--- config.mk ---
export PLATFORM = sky130hd
export DESIGN_NAME = sbtc_top
export DESIGN_NICKNAME = d
export VERILOG_FILES = /design/src/hw/sbtc_pkg.sv /design/src/hw/sbtc_prescaler.sv /design/src/hw/sbtc_sync2.sv /design/src/hw/sbtc_top.sv
export VERILOG_INCLUDE_DIRS = /design/src /design/src/hw
export SDC_FILE = /design/constraint.sdc
export NUM_CORES = 1
export LEC_CHECK = 0
export BUFFER_PORTS_ARGS = -buffer_cell sky130_fd_sc_hd__buf_2
export CAP_MARGIN = 30
export CORE_AREA = 2 2 87 89
export CTS_CLUSTER_SIZE = 28
export DETAILED_ROUTE_END_ITERATION = 8
export DIE_AREA = 0 0 89 91
export GPL_TIMING_DRIVEN = 1
export PLACE_DENSITY = 0.75
export RECOVER_POWER = 25
export SYNTH_ARGS = -nofsm -noshare
export SYNTH_HDL_FRONTEND = slang
export SYNTH_HIERARCHICAL = 1
export SYNTH_SLANG_ARGS = --single-unit
--- constraint.sdc ---
create_clock -name ref_clk -period 4.4 [get_ports ref_clk]
set_input_delay 1.1 -clock ref_clk [delete_from_list [all_inputs] [get_ports ref_clk]]
set_output_delay 1.1 -clock ref_clk [all_outputs]
set_load 0.05 [all_outputs]
--- src/hw/sbtc_params.svh ---
// Register map, field positions, reset values and timing counts of the timer block
`ifndef SBTC_PARAMS_SVH
`define SBTC_PARAMS_SVH

// ----------------------------------------------------------------
// Register byte addresses (APB, one aligned word each)
// ----------------------------------------------------------------
`define SBTC_ADDR_CTRL 8'h10
`define SBTC_ADDR_CNT_LO 8'h14
`define SBTC_ADDR_CNT_HI 8'h18
`define SBTC_ADDR_STAT 8'h1C
`define SBTC_ADDR_MASK 8'h20
`define SBTC_ADDR_PDIR 8'h24
`define SBTC_ADDR_PDAT 8'h28

// ----------------------------------------------------------------
// Control register fields, and the overflow bit of status and mask
// ----------------------------------------------------------------
`define SBTC_BIT_RUN 0
`define SBTC_BIT_CS 1
`define SBTC_BIT_SYNC_N 2
`define SBTC_BIT_OSC_EN 3
`define SBTC_BIT_PS_LO 4
`define SBTC_BIT_PS_HI 5
`define SBTC_CTRL_W 6
`define SBTC_BIT_OVF 0

// ----------------------------------------------------------------
// Reset values
// ----------------------------------------------------------------
`define SBTC_RST_CTRL 6'h00
`define SBTC_RST_PDIR 2'h3
`define SBTC_RST_PDAT 2'h0

// ----------------------------------------------------------------
// Timing: oscillator cycles per instruction cycle
// ----------------------------------------------------------------
`define SBTC_OSC_PER_INSTR 4
`define SBTC_INSTR_DIV_W 2

`endif

--- src/hw/sbtc_pkg.sv ---
// Shared types of the timer block
package sbtc_pkg;
   // Prescale ratio encodings of the two-bit select field
   typedef enum logic [1:0] {
      sbtc_ps_div1,
      sbtc_ps_div2,
      sbtc_ps_div4,
      sbtc_ps_div8
   } sbtc_prescale_type;

   typedef logic [7:0] sbtc_byte_type;
   typedef logic [15:0] sbtc_count_type;
endpackage : sbtc_pkg

--- src/hw/sbtc_prescaler.sv ---
// Input prescaler: divides rising edges of a level by 1, 2, 4 or 8
module sbtc_prescaler (
   input wire logic clk,
   input wire logic arst_n,
   input wire logic src_level,
   input sbtc_pkg::sbtc_prescale_type sel,
   output logic div_level
);
   logic src_q;
   logic [2:0] cnt;
   logic next_src_q;
   logic [2:0] next_cnt;

   // Synchronous count of source rising edges
   always_comb begin
      next_src_q = src_level;
      next_cnt = cnt;
      if (src_level && !src_q) begin
         next_cnt = cnt + 3'h1;
      end
   end

   always_ff @(posedge clk or negedge arst_n) begin
      if (!arst_n) begin
         src_q <= 1'b0;
         cnt <= 3'h0;
      end else begin
         src_q <= next_src_q;
         cnt <= next_cnt;
      end
   end

   // Output level rises once per selected number of source edges
   always_comb begin
      case (sel)
         sbtc_pkg::sbtc_ps_div1: div_level = src_q;
         sbtc_pkg::sbtc_ps_div2: div_level = cnt[0];
         sbtc_pkg::sbtc_ps_div4: div_level = cnt[1];
         sbtc_pkg::sbtc_ps_div8: div_level = cnt[2];
         default: div_level = src_q;
      endcase
   end
endmodule : sbtc_prescaler

--- src/hw/sbtc_sync2.sv ---
// Two-flop synchroniser for a level
module sbtc_sync2 (
   input wire logic clk,
   input wire logic arst_n,
   input wire logic d,
   output logic q
);
   logic meta;
   logic next_meta;
   logic next_q;

   // Stage one is read only by stage two
   always_comb begin
      next_meta = d;
      next_q = meta;
   end

   always_ff @(posedge clk or negedge arst_n) begin
      if (!arst_n) begin
         meta <= 1'b0;
         q <= 1'b0;
      end else begin
         meta <= next_meta;
         q <= next_q;
      end
   end
endmodule : sbtc_sync2

--- src/hw/sbtc_top.sv ---
// Sixteen-bit timer/counter with APB registers, prescaler and overflow interrupt
//
// The APB interface to the registers was decided locally.
`include "sbtc_params.svh"

module sbtc_top (
   input wire logic ref_clk,
   input wire logic arst_n,
   input wire logic psel,
   input wire logic penable,
   input wire logic pwrite,
   input wire logic [7:0] paddr,
   input wire logic [31:0] pwdata,
   output logic [31:0] prdata,
   output logic pready,
   output logic pslverr,
   input wire logic cmp_unit0_trigger,
   input wire logic cmp_unit1_trigger,
   input wire logic osc_in_pin_i,
   output logic osc_in_pin_o,
   output logic osc_in_pin_oe_n,
   input wire logic osc_out_pin_i,
   output logic osc_out_pin_o,
   output logic osc_out_pin_oe_n,
   output logic osc_inverter_en,
   output logic irq
);
   // ----------------------------------------------------------------
   // Declarations
   // ----------------------------------------------------------------
   logic [`SBTC_CTRL_W-1:0] ctrl;
   logic [`SBTC_CTRL_W-1:0] next_ctrl;
   sbtc_pkg::sbtc_count_type count;
   sbtc_pkg::sbtc_count_type next_count;
   logic overflow_flag;
   logic next_overflow_flag;
   logic overflow_irq_enable;
   logic next_overflow_irq_enable;
   logic [1:0] port_dir;
   logic [1:0] next_port_dir;
   logic [1:0] port_out;
   logic [1:0] next_port_out;
   logic [31:0] next_prdata;
   logic next_pready;
   logic next_pslverr;
   logic next_irq;
   logic next_in_oe_n;
   logic next_out_oe_n;
   logic next_inv_en;
   logic [`SBTC_INSTR_DIV_W-1:0] instr_div;
   logic [`SBTC_INSTR_DIV_W-1:0] next_instr_div;
   logic edge_q;
   logic next_edge_q;
   logic run_bit;
   logic clock_source_select;
   logic ext_sync_n;
   logic osc_enable;
   sbtc_pkg::sbtc_prescale_type ps_sel;
   logic src_level;
   logic div_level;
   logic div_synced;
   logic pick_level;
   logic inc;
   logic trig;
   logic acc;
   logic wr_lo;
   logic wr_hi;
   logic cnt_wr;
   logic ovf;
   logic mapped;

   // ----------------------------------------------------------------
   // Control field views
   // ----------------------------------------------------------------
   assign run_bit = ctrl[`SBTC_BIT_RUN];
   assign clock_source_select = ctrl[`SBTC_BIT_CS];
   assign ext_sync_n = ctrl[`SBTC_BIT_SYNC_N];
   assign osc_enable = ctrl[`SBTC_BIT_OSC_EN];
   assign ps_sel = sbtc_pkg::sbtc_prescale_type'(ctrl[`SBTC_BIT_PS_HI:`SBTC_BIT_PS_LO]);

   // ----------------------------------------------------------------
   // Clock source selection and prescaling
   // ----------------------------------------------------------------
   // Free-running instruction clock, one rising edge per four ref_clk
   always_comb begin
      next_instr_div = instr_div + `SBTC_INSTR_DIV_W'(1);
   end

   always_ff @(posedge ref_clk or negedge arst_n) begin
      if (!arst_n) begin
         instr_div <= '0;
      end else begin
         instr_div <= next_instr_div;
      end
   end

   // Source level: instruction clock, or one of the two pins
   always_comb begin
      if (!clock_source_select) begin
         src_level = instr_div[`SBTC_INSTR_DIV_W-1];
      end else if (osc_enable) begin
         src_level = osc_in_pin_i;
      end else begin
         src_level = osc_out_pin_i;
      end
   end

   sbtc_prescaler u_prescaler (
      .clk(ref_clk),
      .arst_n(arst_n),
      .src_level(src_level),
      .sel(ps_sel),
      .div_level(div_level)
   );

   // Synchroniser sits after the prescaler, costing two cycles of latency
   sbtc_sync2 u_sync (
      .clk(ref_clk),
      .arst_n(arst_n),
      .d(div_level),
      .q(div_synced)
   );

   // Timer mode is always in step, so the sync bit is a don't-care there
   always_comb begin
      if (clock_source_select && !ext_sync_n) begin
         pick_level = div_synced;
      end else begin
         pick_level = div_level;
      end
   end

   // Rising edge of the picked level is one count step
   always_comb begin
      next_edge_q = pick_level;
   end

   always_ff @(posedge ref_clk or negedge arst_n) begin
      if (!arst_n) begin
         edge_q <= 1'b0;
      end else begin
         edge_q <= next_edge_q;
      end
   end

   assign inc = pick_level && !edge_q && run_bit;

   // ----------------------------------------------------------------
   // APB decode
   // ----------------------------------------------------------------
   assign acc = psel && penable && pready;
   assign wr_lo = acc && pwrite && (paddr == `SBTC_ADDR_CNT_LO);
   assign wr_hi = acc && pwrite && (paddr == `SBTC_ADDR_CNT_HI);
   assign cnt_wr = wr_lo || wr_hi;
   assign trig = cmp_unit0_trigger || cmp_unit1_trigger;
   assign mapped = (paddr == `SBTC_ADDR_CTRL) || (paddr == `SBTC_ADDR_CNT_LO) ||
      (paddr == `SBTC_ADDR_CNT_HI) || (paddr == `SBTC_ADDR_STAT) ||
      (paddr == `SBTC_ADDR_MASK) || (paddr == `SBTC_ADDR_PDIR) ||
      (paddr == `SBTC_ADDR_PDAT);

   // ----------------------------------------------------------------
   // Count register
   // ----------------------------------------------------------------
   // Write to either half wins over trigger and increment in that cycle
   always_comb begin
      next_count = count;
      ovf = 1'b0;
      if (cnt_wr) begin
         if (wr_lo) begin
            next_count[7:0] = pwdata[7:0];
         end
         if (wr_hi) begin
            next_count[15:8] = pwdata[7:0];
         end
      end else if (trig) begin
         next_count = 16'h0000;
      end else if (inc) begin
         next_count = count + 16'h0001;
         ovf = (count == 16'hFFFF);
      end
   end

   // No reset branch: the count survives every reset
   always_ff @(posedge ref_clk) begin
      count <= next_count;
   end

   // ----------------------------------------------------------------
   // Control, interrupt and port registers
   // ----------------------------------------------------------------
   // Hardware set beats a write-one-to-clear in the same cycle
   always_comb begin
      next_ctrl = ctrl;
      next_overflow_irq_enable = overflow_irq_enable;
      next_port_dir = port_dir;
      next_port_out = port_out;
      next_overflow_flag = overflow_flag;
      if (acc && pwrite) begin
         case (paddr)
            `SBTC_ADDR_CTRL: next_ctrl = pwdata[`SBTC_CTRL_W-1:0];
            `SBTC_ADDR_MASK: next_overflow_irq_enable = pwdata[`SBTC_BIT_OVF];
            `SBTC_ADDR_PDIR: next_port_dir = pwdata[1:0];
            `SBTC_ADDR_PDAT: next_port_out = pwdata[1:0];
            `SBTC_ADDR_STAT: begin
               if (pwdata[`SBTC_BIT_OVF]) begin
                  next_overflow_flag = 1'b0;
               end
            end
            default: next_ctrl = ctrl;
         endcase
      end
      if (ovf) begin
         next_overflow_flag = 1'b1;
      end
   end

   // Pin drivers, interrupt line and oscillator power follow the next state
   always_comb begin
      next_irq = next_overflow_flag && next_overflow_irq_enable;
      next_in_oe_n = next_ctrl[`SBTC_BIT_OSC_EN] || next_port_dir[1];
      next_out_oe_n = next_ctrl[`SBTC_BIT_OSC_EN] || next_port_dir[0];
      next_inv_en = next_ctrl[`SBTC_BIT_OSC_EN];
   end

   always_ff @(posedge ref_clk or negedge arst_n) begin
      if (!arst_n) begin
         ctrl <= `SBTC_RST_CTRL;
         overflow_flag <= 1'b0;
         overflow_irq_enable <= 1'b0;
         port_dir <= `SBTC_RST_PDIR;
         port_out <= `SBTC_RST_PDAT;
         irq <= 1'b0;
         osc_in_pin_oe_n <= 1'b1;
         osc_out_pin_oe_n <= 1'b1;
         osc_in_pin_o <= 1'b0;
         osc_out_pin_o <= 1'b0;
         osc_inverter_en <= 1'b0;
      end else begin
         ctrl <= next_ctrl;
         overflow_flag <= next_overflow_flag;
         overflow_irq_enable <= next_overflow_irq_enable;
         port_dir <= next_port_dir;
         port_out <= next_port_out;
         irq <= next_irq;
         osc_in_pin_oe_n <= next_in_oe_n;
         osc_out_pin_oe_n <= next_out_oe_n;
         osc_in_pin_o <= next_port_out[1];
         osc_out_pin_o <= next_port_out[0];
         osc_inverter_en <= next_inv_en;
      end
   end

   // ----------------------------------------------------------------
   // APB read path
   // ----------------------------------------------------------------
   // Read data captured in the setup cycle, so pready needs no wait
   always_comb begin
      next_prdata = 32'h0000_0000;
      next_pready = psel && !penable;
      next_pslverr = psel && !penable && !mapped;
      if (psel && !penable && !pwrite) begin
         case (paddr)
            `SBTC_ADDR_CTRL: next_prdata[`SBTC_CTRL_W-1:0] = ctrl;
            `SBTC_ADDR_CNT_LO: next_prdata[7:0] = count[7:0];
            `SBTC_ADDR_CNT_HI: next_prdata[7:0] = count[15:8];
            `SBTC_ADDR_STAT: next_prdata[`SBTC_BIT_OVF] = overflow_flag;
            `SBTC_ADDR_MASK: next_prdata[`SBTC_BIT_OVF] = overflow_irq_enable;
            `SBTC_ADDR_PDIR: next_prdata[1:0] = port_dir;
            `SBTC_ADDR_PDAT: begin
               if (!osc_enable) begin
                  next_prdata[1:0] = {osc_in_pin_i, osc_out_pin_i};
               end
            end
            default: next_prdata = 32'h0000_0000;
         endcase
      end
   end

   always_ff @(posedge ref_clk or negedge arst_n) begin
      if (!arst_n) begin
         prdata <= 32'h0000_0000;
         pready <= 1'b0;
         pslverr <= 1'b0;
      end else begin
         prdata <= next_prdata;
         pready <= next_pready;
         pslverr <= next_pslverr;
      end
   end
endmodule : sbtc_top
==> out/metrics.cfg, run 1 <==
[synthesis]
yosysTopAreaCell = dfrtp_1
netlist.area_leader.share = 0.271
muxShareOfSynthArea = 0.0968
ys_seq_area_frac = 0.483
yosysWarnings = 6
synth-async-reset-ratio = 0.680
yosys-top-cells-count = dfrtp_1 (30), buf_4 (24), nor2_1 (19)
synth.avg_cell_area_um2 = 10.8
synth_flop_cell = dfrtp_1
synth_simple_gate_area_frac = 0.164
synth_compound_area_frac = 0.0932
synth_most_common_cell = dfrtp_1
post_synth_xor_area_fraction = 0.0570
synth-edff-count = 16
netlist_instances = 255
synth_top_family_by_area = simple AND/OR/NAND/NOR gates
ys_seq_elements = 50
synth_area_um2 = 2770
ys_top_cells_by_area = dfrtp_1 (27%), edfxtp_1 (17%), buf_4 (6.5%), xnor2_1 (4.1%), dfstp_2 (3.8%)
yosysUniqueCellTypes = 46
synth-adder-area-share = 0.00905

[setup_path]
crit_path_end_kind = flip-flop
worstSetupStartpointType = primary input
crit_type = primary input to flip-flop
crit_arrival_ns = 2.86
worst-path-buf-inv = 1
path_max_fanout = 10
critPathSlowestCell = o22ai_1
worstPathRequired_ns = 4.33
worstPathCellList = buf_2, or4_4, nor2_1, nand2_1, o22ai_1
slowest_delay_ns = 0.71
crit_family = simple AND/OR/NAND/NOR gates

[drt]
route.detailed.drc = 0
routed_wl_um = 5680
routed_via_density = 4.91
dr.pass1.iters = 4
ant_nets = 0
routedWlPerCell_um = 14.4
vias = 1936
drt_iter0_drc = 112

[run_status]
status = complete, but fails checks
violations = capacitance limit, slew limit

[timing]
worstMarginPinSlew_ns = 1.75
fmax_mhz = 341
fin_crit_ns = 2.93
hold_viol_final = 0
clock_skew_ns = 0.00806
drv_slew = 35
period_share = 0.666
rsz0062_at_grt = false
max_slew_margin = -0.168
tns_ns = 0
setup_viol = 0
layout_setup_ws_ns = 1.47

[global_routing]
grt_usage = 0.148
antenna_found_initial = 0
grt_max_degree = 35
gr-total-overflow = 0
grt_pass1_wl_um = 9270
grt_pass1_vias = 1856

[floorplanning]
coreArea_um2 = 7140
die_x_um = 89
num_rows = 31
start_util = 0.387
io-pin-count = 89
die-area_um2 = 8100
die_h_um = 91

[clock_network]
path_clk_slew_ns = 0.09
holdBufCountCts = 0
clkSinkCount = 50
cts_buffers = 5
post_cts_resized = 0
clock-root-buffer = clkbuf_8
cts-htree-levels = 2
cts_buffer_depth = 2
clk_latency_ns = 0.30
cts_tree = done
post_cts_buffers = 0

[power_and_ir_drop]
switching_power_uw = 265
p_comb_frac = 0.145
pwr_density_cell_nw_per_um2 = 300
p_leak_nw = 1.33
power_frac_clock = 0.279
intPower_uw = 647
vdd_drop_max_mv = 0.158
p_seq_frac = 0.576
swShare = 0.290

[cells_and_area]
area_growth_pct = 9.91
fin_nets = 345
stdcell_count = 394
diodes = 0
drive_above_1_share = 0.227

[job]
maxCapViolCount = 1

[placement]
post-dp-hpwl_um = 4300
gp_congestion = 0.871
place_inst = 386
port_buffers = 40
post-place-ws_ns = 1.14

[min_path]
hold_class = flip-flop to flip-flop

-- state kept, by name, indices dropped and copies added, names as in the netlist, 2 cells and up --
signal and count:
count 16, prdata 8, ctrl 6, port_dir 2, instr_div 2, u_prescaler/cnt 3
-- metal layers --
layer  wire (µm)  up-vias  GRT usage  part of all wire
met5           0        -          0                 0
met3         257        6     0.0355             0.045
met4          77        0     0.0498             0.014
met1        2500      930      0.186              0.44
met2        2850       59      0.248              0.50
li1            -      941          -                 -
-- power groups by stage --
stage | sequential [mW] | combinational (mW) | clock [mW]
2_1_floorplan | 0.530 | 0.113 | 0
3_3_place_gp | 0.531 | 0.129 | 0
3_5_place_dp | 0.534 | 0.133 | 0
4_1_cts | 0.525 | 0.134 | 0.259
5_1_grt | 0.529 | 0.145 | 0.277
6_report | 0.525 | 0.132 | 0.255
-- area by class of cell --
cell class | count | area [µm²]
Tap cell | 99 | 124
Inverter | 9 | 33.8
Sequential cell | 50 | 1340
Multi-Input combinational cell | 186 | 1250
Fill cell | 695 | 4100
Timing Repair Buffer | 42 | 213
Clock buffer | 6 | 72.6
Clock inverter | 2 | 8.76
-- placed cells by master, fill, tap and decap left out, drive strengths merged, types with 3 or more instances in the layout --
master / synthesis / final
a21oi: 7 / 7
and4: 4 / 4
buf: 27 / 40
clkbuf: 6 / 8
conb: 1 / 24
dfrtp: 30 / 30
dfstp: 4 / 4
edfxtp: 16 / 16
inv: 9 / 9
mux2: 11 / 11
mux2i: 9 / 9
nand2: 17 / 17
nand2b: 6 / 6
nand3: 7 / 7
nand4: 7 / 7
nor2: 19 / 19
nor2b: 5 / 5
nor3: 3 / 3
nor4: 8 / 8
o21ai: 17 / 17
o22ai: 3 / 3
xnor2: 13 / 13
xor2: 5 / 5
-- cell families after synthesis --
group | after synthesis
XOR/XNOR | 18
other | 1
buffers and inverters | 42
flip-flops | 50
adder cells (fa/ha/maj) | 2
multiplexers | 21
AND/OR/NAND/NOR | 82
AO/OA/AOI/OAI | 39
-- worst paths after layout --
check / from / cells after the start / slack, ns / to
max: paddr[1] / 5 / 1.47 / count[10]
min: u_sync/meta / 0 / 0.36 / u_sync/q
max reg2reg: ctrl[4] / 4 / 2.01 / count[10]
min reg2reg: u_sync/meta / 0 / 0.36 / u_sync/q
max in group asynchronous: arst_n / 1 / 2.14 / u_sync/meta
min in group asynchronous: arst_n / 1 / 1.25 / prdata[0]
-- through the flow --
step | power (mW) | cell area, µm² | utilization | hold WS [ns]
after floorplan | 0.643 | 2850 | - | 0.331
after global placement | 0.661 | 2960 | 0.415 | 0.337
after detailed placement | 0.668 | 2960 | 0.415 | 0.354
after CTS | 0.917 | 3040 | 0.426 | 0.363
after global routing | 0.951 | 3040 | 0.426 | 0.374
final | 0.912 | 3040 | 0.426 | 0.361
Power figures use the tool's default switching activity.
==> run 2, diff against run 1 <==
==> constraint.sdc (replaced) <==
create_clock -name ref_clk -period 2.8 [get_ports ref_clk]
set_input_delay 0.7 -clock ref_clk [delete_from_list [all_inputs] [get_ports ref_clk]]
set_output_delay 0.7 -clock ref_clk [all_outputs]
set_load 0.05 [all_outputs]
==> run 2 against run 1 <==
Net effect:
- the flow still finishes with violations (capacitance limit, slew limit)
- register-to-register slack worse by 1.4 ns
- routed wire length increased by 1.3%
- combinational power up 61%
- cell count is 1.3% higher
- first-iteration DRC count rose by 44%
- worst setup slack lost 0.95 ns
- count of clock-buffer cells in the layout rose by 1
==> out/metrics.cfg, run 2 (synthesized netlist as in run 1, its figures left out) <==
[run_status]
status = complete, but fails checks
violations = capacitance limit, slew limit

[clock_network]
cts_buffer_depth = 2
clock-root-buffer = clkbuf_8
path_clk_slew_ns = 0.09
post_cts_buffers = 0
cts_buffers = 5
post_cts_resized = 0
clk_latency_ns = 0.30
holdBufCountCts = 0
clkSinkCount = 50
cts-htree-levels = 2
cts_tree = done

[job]
maxCapViolCount = 1

[setup_path]
worstPathRequired_ns = 2.84
path_max_fanout = 12
critPathLaunch = paddr[1]
crit_path_end_kind = flip-flop
timing.rr.start = ctrl[4]
crit_arrival_ns = 2.33
worstSetupStartpointType = primary input
crit_type = primary input to flip-flop

[cells_and_area]
stdcell_count = 399
top_regs = count: 16 flops, prdata: 8 flops, ctrl: 6 flops
finalInstanceArea_um2 = 3100
multi_input_area_um2 = 1250
top_register = count
area_growth_pct = 12.2
largest_register_ff_count = 16
diodes = 0
fin_nets = 350
final_common_cell = buf_2
drive_above_1_share = 0.243
fill_cells = 711
regArea_um2 = 1340
final_cell_mix = buf_2 (38), dfrtp_1 (30), conb_1 (24), nor2_1 (19)

[floorplanning]
die-area_um2 = 8100
coreArea_um2 = 7140
io-pin-count = 89
start_util = 0.387
num_rows = 31
die_x_um = 89
die_h_um = 91

[timing]
worstMarginPinSlew_ns = 1.79
setup_viol = 0
period_share = 0.815
hold_ws_ns = 0.367
tns_ns = 0
max_slew_margin = -0.190
clock_skew_ns = 0.00613
fmax_mhz = 438
hold_viol_final = 0
rsz0062_at_grt = false
drv_slew = 35
fin_crit_ns = 2.28

[global_routing]
grt_usage = 0.151
gr-total-overflow = 0
grt_max_degree = 35
grt_pass1_wl_um = 9510
antenna_found_initial = 0
grt_pass1_vias = 1948

[drt]
vias = 1981
routed_via_density = 4.96
drt_iter0_drc = 161
ant_nets = 0
routedWlPerCell_um = 14.4
dr.pass1.iters = 4
route.detailed.drc = 0
routed_wl_um = 5750

[placement]
place_inst = 391
gp_congestion = 0.866
post-dp-hpwl_um = 4300
dpl_cell_area_um2 = 3000
port_buffers = 40

[power_and_ir_drop]
p_leak_nw = 1.36
p_total_mw = 1.53
pwr_density_cell_nw_per_um2 = 493
vdd_drop_max_mv = 0.208

[min_path]
min_from = u_sync/meta
hold_class = flip-flop to flip-flop

run 2: changes by cell type in the layout (fill, tap and decap cells not counted), sizes merged:
cell and change:
buf +5, bufinv +1, clkbuf +1, clkinv -2
run 2: layer usage:
layer  GRT usage  wire length, µm  vias to the layer above
li1            -                -                      947
met1       0.200             2510                      950
met2       0.238             2780                       78
met3      0.0427              388                        6
met4      0.0473               76                        0
met5           0                0                        -
run 2: stage by stage:
stage / util / setup slack, ns
6_report: 0.435 / 0.518
5_1_grt: 0.435 / 0.401
4_1_cts: 0.435 / 0.538
3_5_place_dp: 0.420 / 0.224
3_3_place_gp: 0.420 / 0.241
2_1_floorplan: - / 0.162
run 2: path summary, 6_finish.rpt:
check	to	slack (ns)	cells past startpoint
worst max-delay path	count[5]	0.52	5
worst min-delay path	u_sync/q	0.37	0
worst max register to register	count[1]	0.61	5
worst min register to register	u_sync/q	0.37	0
max in group asynchronous	u_prescaler/src_q	0.91	1
min in group asynchronous	pready	0.87	1
run 2: area by class of cell:
type                    count  share of cell area
repair buffers             47              0.0807
well taps                  99              0.0399
flip-flops and latches     50               0.431
inverters                   9              0.0109
multi-input cells         186               0.403
clock buffers               7              0.0246
clock inverters             1             0.00968
run 2: worst max-delay path: stages:
cell,delay (ns)
buf_2,0.11
or4_4,0.62
o41ai_4,0.51
buf_4,0.25
o21ai_0,0.12
run 2: where the power goes:
| part | internal (mW) | switching (mW) | total (mW) |
|---|---|---|---|
| Combinational | 0.0602 | 0.153 | 0.213 |
| Clock | 0.267 | 0.225 | 0.493 |
| Sequential | 0.788 | 0.0353 | 0.823 |
| Total | 1.12 | 0.413 | 1.53 |
==> run 3, diff against run 2 <==
--- a/config.mk
+++ b/config.mk
@@ -13,7 +13,7 @@
 export DETAILED_ROUTE_END_ITERATION = 8
 export DIE_AREA = 0 0 89 91
 export GPL_TIMING_DRIVEN = 1
-export PLACE_DENSITY = 0.75
+export PLACE_DENSITY = 0.77
 export RECOVER_POWER = 25
 export SYNTH_ARGS = -nofsm -noshare
 export SYNTH_HDL_FRONTEND = slang
==> constraint.sdc (replaced) <==
create_clock -name ref_clk -period 1.9 [get_ports ref_clk]
set_input_delay 0.475 -clock ref_clk [delete_from_list [all_inputs] [get_ports ref_clk]]
set_output_delay 0.475 -clock ref_clk [all_outputs]
set_load 0.05 [all_outputs]
==> run 3 against run 2 <==
Net effect:
- the flow finishes with violations (setup timing)
- critical path depth unchanged
- clock skew increased by 0.0035 ns
- first-iteration DRC count increased by 43%
- hold slack got worse by 0.25 ns
- sequential share of layout area decreased by 5.7 points
- clock power increased by 23%
- total power increased by 46%
- combinational power increased by 110%
- routed wire length increased by 14%
- global-route usage increased by 1.4 points
- die area unchanged
- largest cell class is now multi-input gates
==> out/metrics.cfg, run 3 (synthesized netlist as in run 1, its figures left out) <==
[job]
maxCapViolCount = 0

[setup_path]
worstPathCellList = mux4_2, mux2_4, a311oi_2, buf_4, o22ai_4
worstPathRequired_ns = 1.94
slowest_delay_ns = 0.53
critPathSlowestCell = mux4_2
crit_path_end_kind = flip-flop
path_max_fanout = 8
worstSetupStartpointType = flip-flop
crit_type = flip-flop to flip-flop
reg2reg_slack_ns = -0.13
crit_arrival_ns = 2.08

[timing]
hold_viol_final = 0
tns_ns = -2.10
drv_slew = 0
fmax_mhz = 492
layout_setup_ws_ns = -0.134
period_share = 1.07
setup_viol = 21
worstMarginPinSlew_ns = 0.544
clock_skew_ns = 0.00959
max_slew_margin = 0.637
fin_crit_ns = 2.03
rsz0062_at_grt = true
hold_ws_ns = 0.121

[drt]
vias = 2231
routed_wl_um = 6540
ant_nets = 0
route.detailed.drc = 0
routed_via_density = 5.04
drt_iter0_drc = 230
dr.pass1.iters = 4
routedWlPerCell_um = 14.8

[min_path]
hold_class = primary input to asynchronous set/reset pin

[clock_network]
holdBufCountCts = 0
clk_latency_ns = 0.31
cts_tree = done
path_clk_slew_ns = 0.09
clkSinkCount = 50
cts_buffer_depth = 2
cts-htree-levels = 2
clock-root-buffer = clkbuf_8
cts_buffers = 5

[power_and_ir_drop]
p_seq_frac = 0.533
swShare = 0.293
pwr_density_cell_nw_per_um2 = 626
p_total_mw = 2.24
p_comb_frac = 0.196
power_frac_clock = 0.271
p_leak_nw = 1.65
intPower_mw = 1.58
vdd_drop_max_mv = 0.266
switching_power_uw = 656

[placement]
place_inst = 431
gp_congestion = 0.904
dpl_cell_area_um2 = 3350
port_buffers = 40
post-place-ws_ns = -0.371
post-dp-hpwl_um = 4970

[global_routing]
grt_pass1_vias = 2137
grt_usage = 0.165
gr-total-overflow = 0
antenna_found_initial = 0
grt_pass1_wl_um = 10300
grt_max_degree = 16

[cells_and_area]
finalInstanceArea_um2 = 3580
drive_above_1_share = 0.410
largest_register_ff_count = 16
top_regs = count: 16 flops, prdata: 8 flops, ctrl: 6 flops
regArea_um2 = 1340
top_register = count
fin_util = 0.501
final_common_cell = buf_4
final_cell_mix = buf_4 (47), buf_2 (37), dfrtp_1 (29), conb_1 (24), nor2_1 (19)
area_growth_pct = 29.3
multi_input_area_um2 = 1400
stdcell_count = 443
fin_nets = 394
diodes = 0
fill_cells = 656

[floorplanning]
die_x_um = 89
die-area_um2 = 8100
num_rows = 31
io-pin-count = 89
die_h_um = 91
coreArea_um2 = 7140
start_util = 0.387

[run_status]
violations = setup timing
status = complete, but fails checks

run 3: cell types whose count changed in the layout (fill, tap and decap cells not counted), sizes merged:
cell,delta
buf,+44
bufinv,-1
inv,+1
run 3: timing repair:
action                                  CTS  global route
pin swaps                                 5             5
gates resized for setup                   5            28
gates cloned                              0             1
hold endpoints to repair                  0             0
setup buffers                             1             3
endpoints found under the setup margin   25            35
run 3: area by class of cell:
cell class | instances | share of cell area
tap | 99 | 0.0346
sequential | 50 | 0.374
multi-input combinational | 186 | 0.390
clock buffer | 7 | 0.0213
timing repair buffer | 91 | 0.168
clock inverter | 1 | 0.00175
inverter | 9 | 0.00945
run 3: final timing paths:
check | startpoint | end | cells past startpoint
min | arst_n | pready | 1
max | ctrl[4] | count[6] | 5
min reg2reg | u_sync/meta | u_sync/q | 0
max reg2reg | ctrl[4] | count[6] | 5
min in group ref_clk | u_sync/meta | u_sync/q | 0
max in group asynchronous | arst_n | prdata[4] | 2
run 3: metal layers:
metal | GRT usage | part of all wire | vias to the layer above
met1 | 0.204 | 0.40 | 1086
met5 | 0 | 0 | -
li1 | - | - | 1044
met2 | 0.284 | 0.52 | 89
met4 | 0.0485 | 0.016 | 0
met3 | 0.0336 | 0.065 | 12
run 3: power by group through the flow:
| stage | logic (mW) | clock network (mW) | registers [mW] |
|---|---|---|---|
| after floorplan | 0.271 | 0 | 1.23 |
| after global placement | 0.407 | 0 | 1.21 |
| after detailed placement | 0.416 | 0 | 1.22 |
| after CTS | 0.418 | 0.610 | 1.19 |
| after global routing | 0.470 | 0.649 | 1.20 |
| final | 0.438 | 0.606 | 1.19 |
run 3: worst max-delay path, delay by kind of cell, from the launching register on:
| kind | cells | cell delay (ns) |
|---|---|---|
| compound gates | 2 | 0.35 |
| buf+inv | 1 | 0.18 |
| flops | 1 | 0.39 |
| mux | 2 | 0.85 |
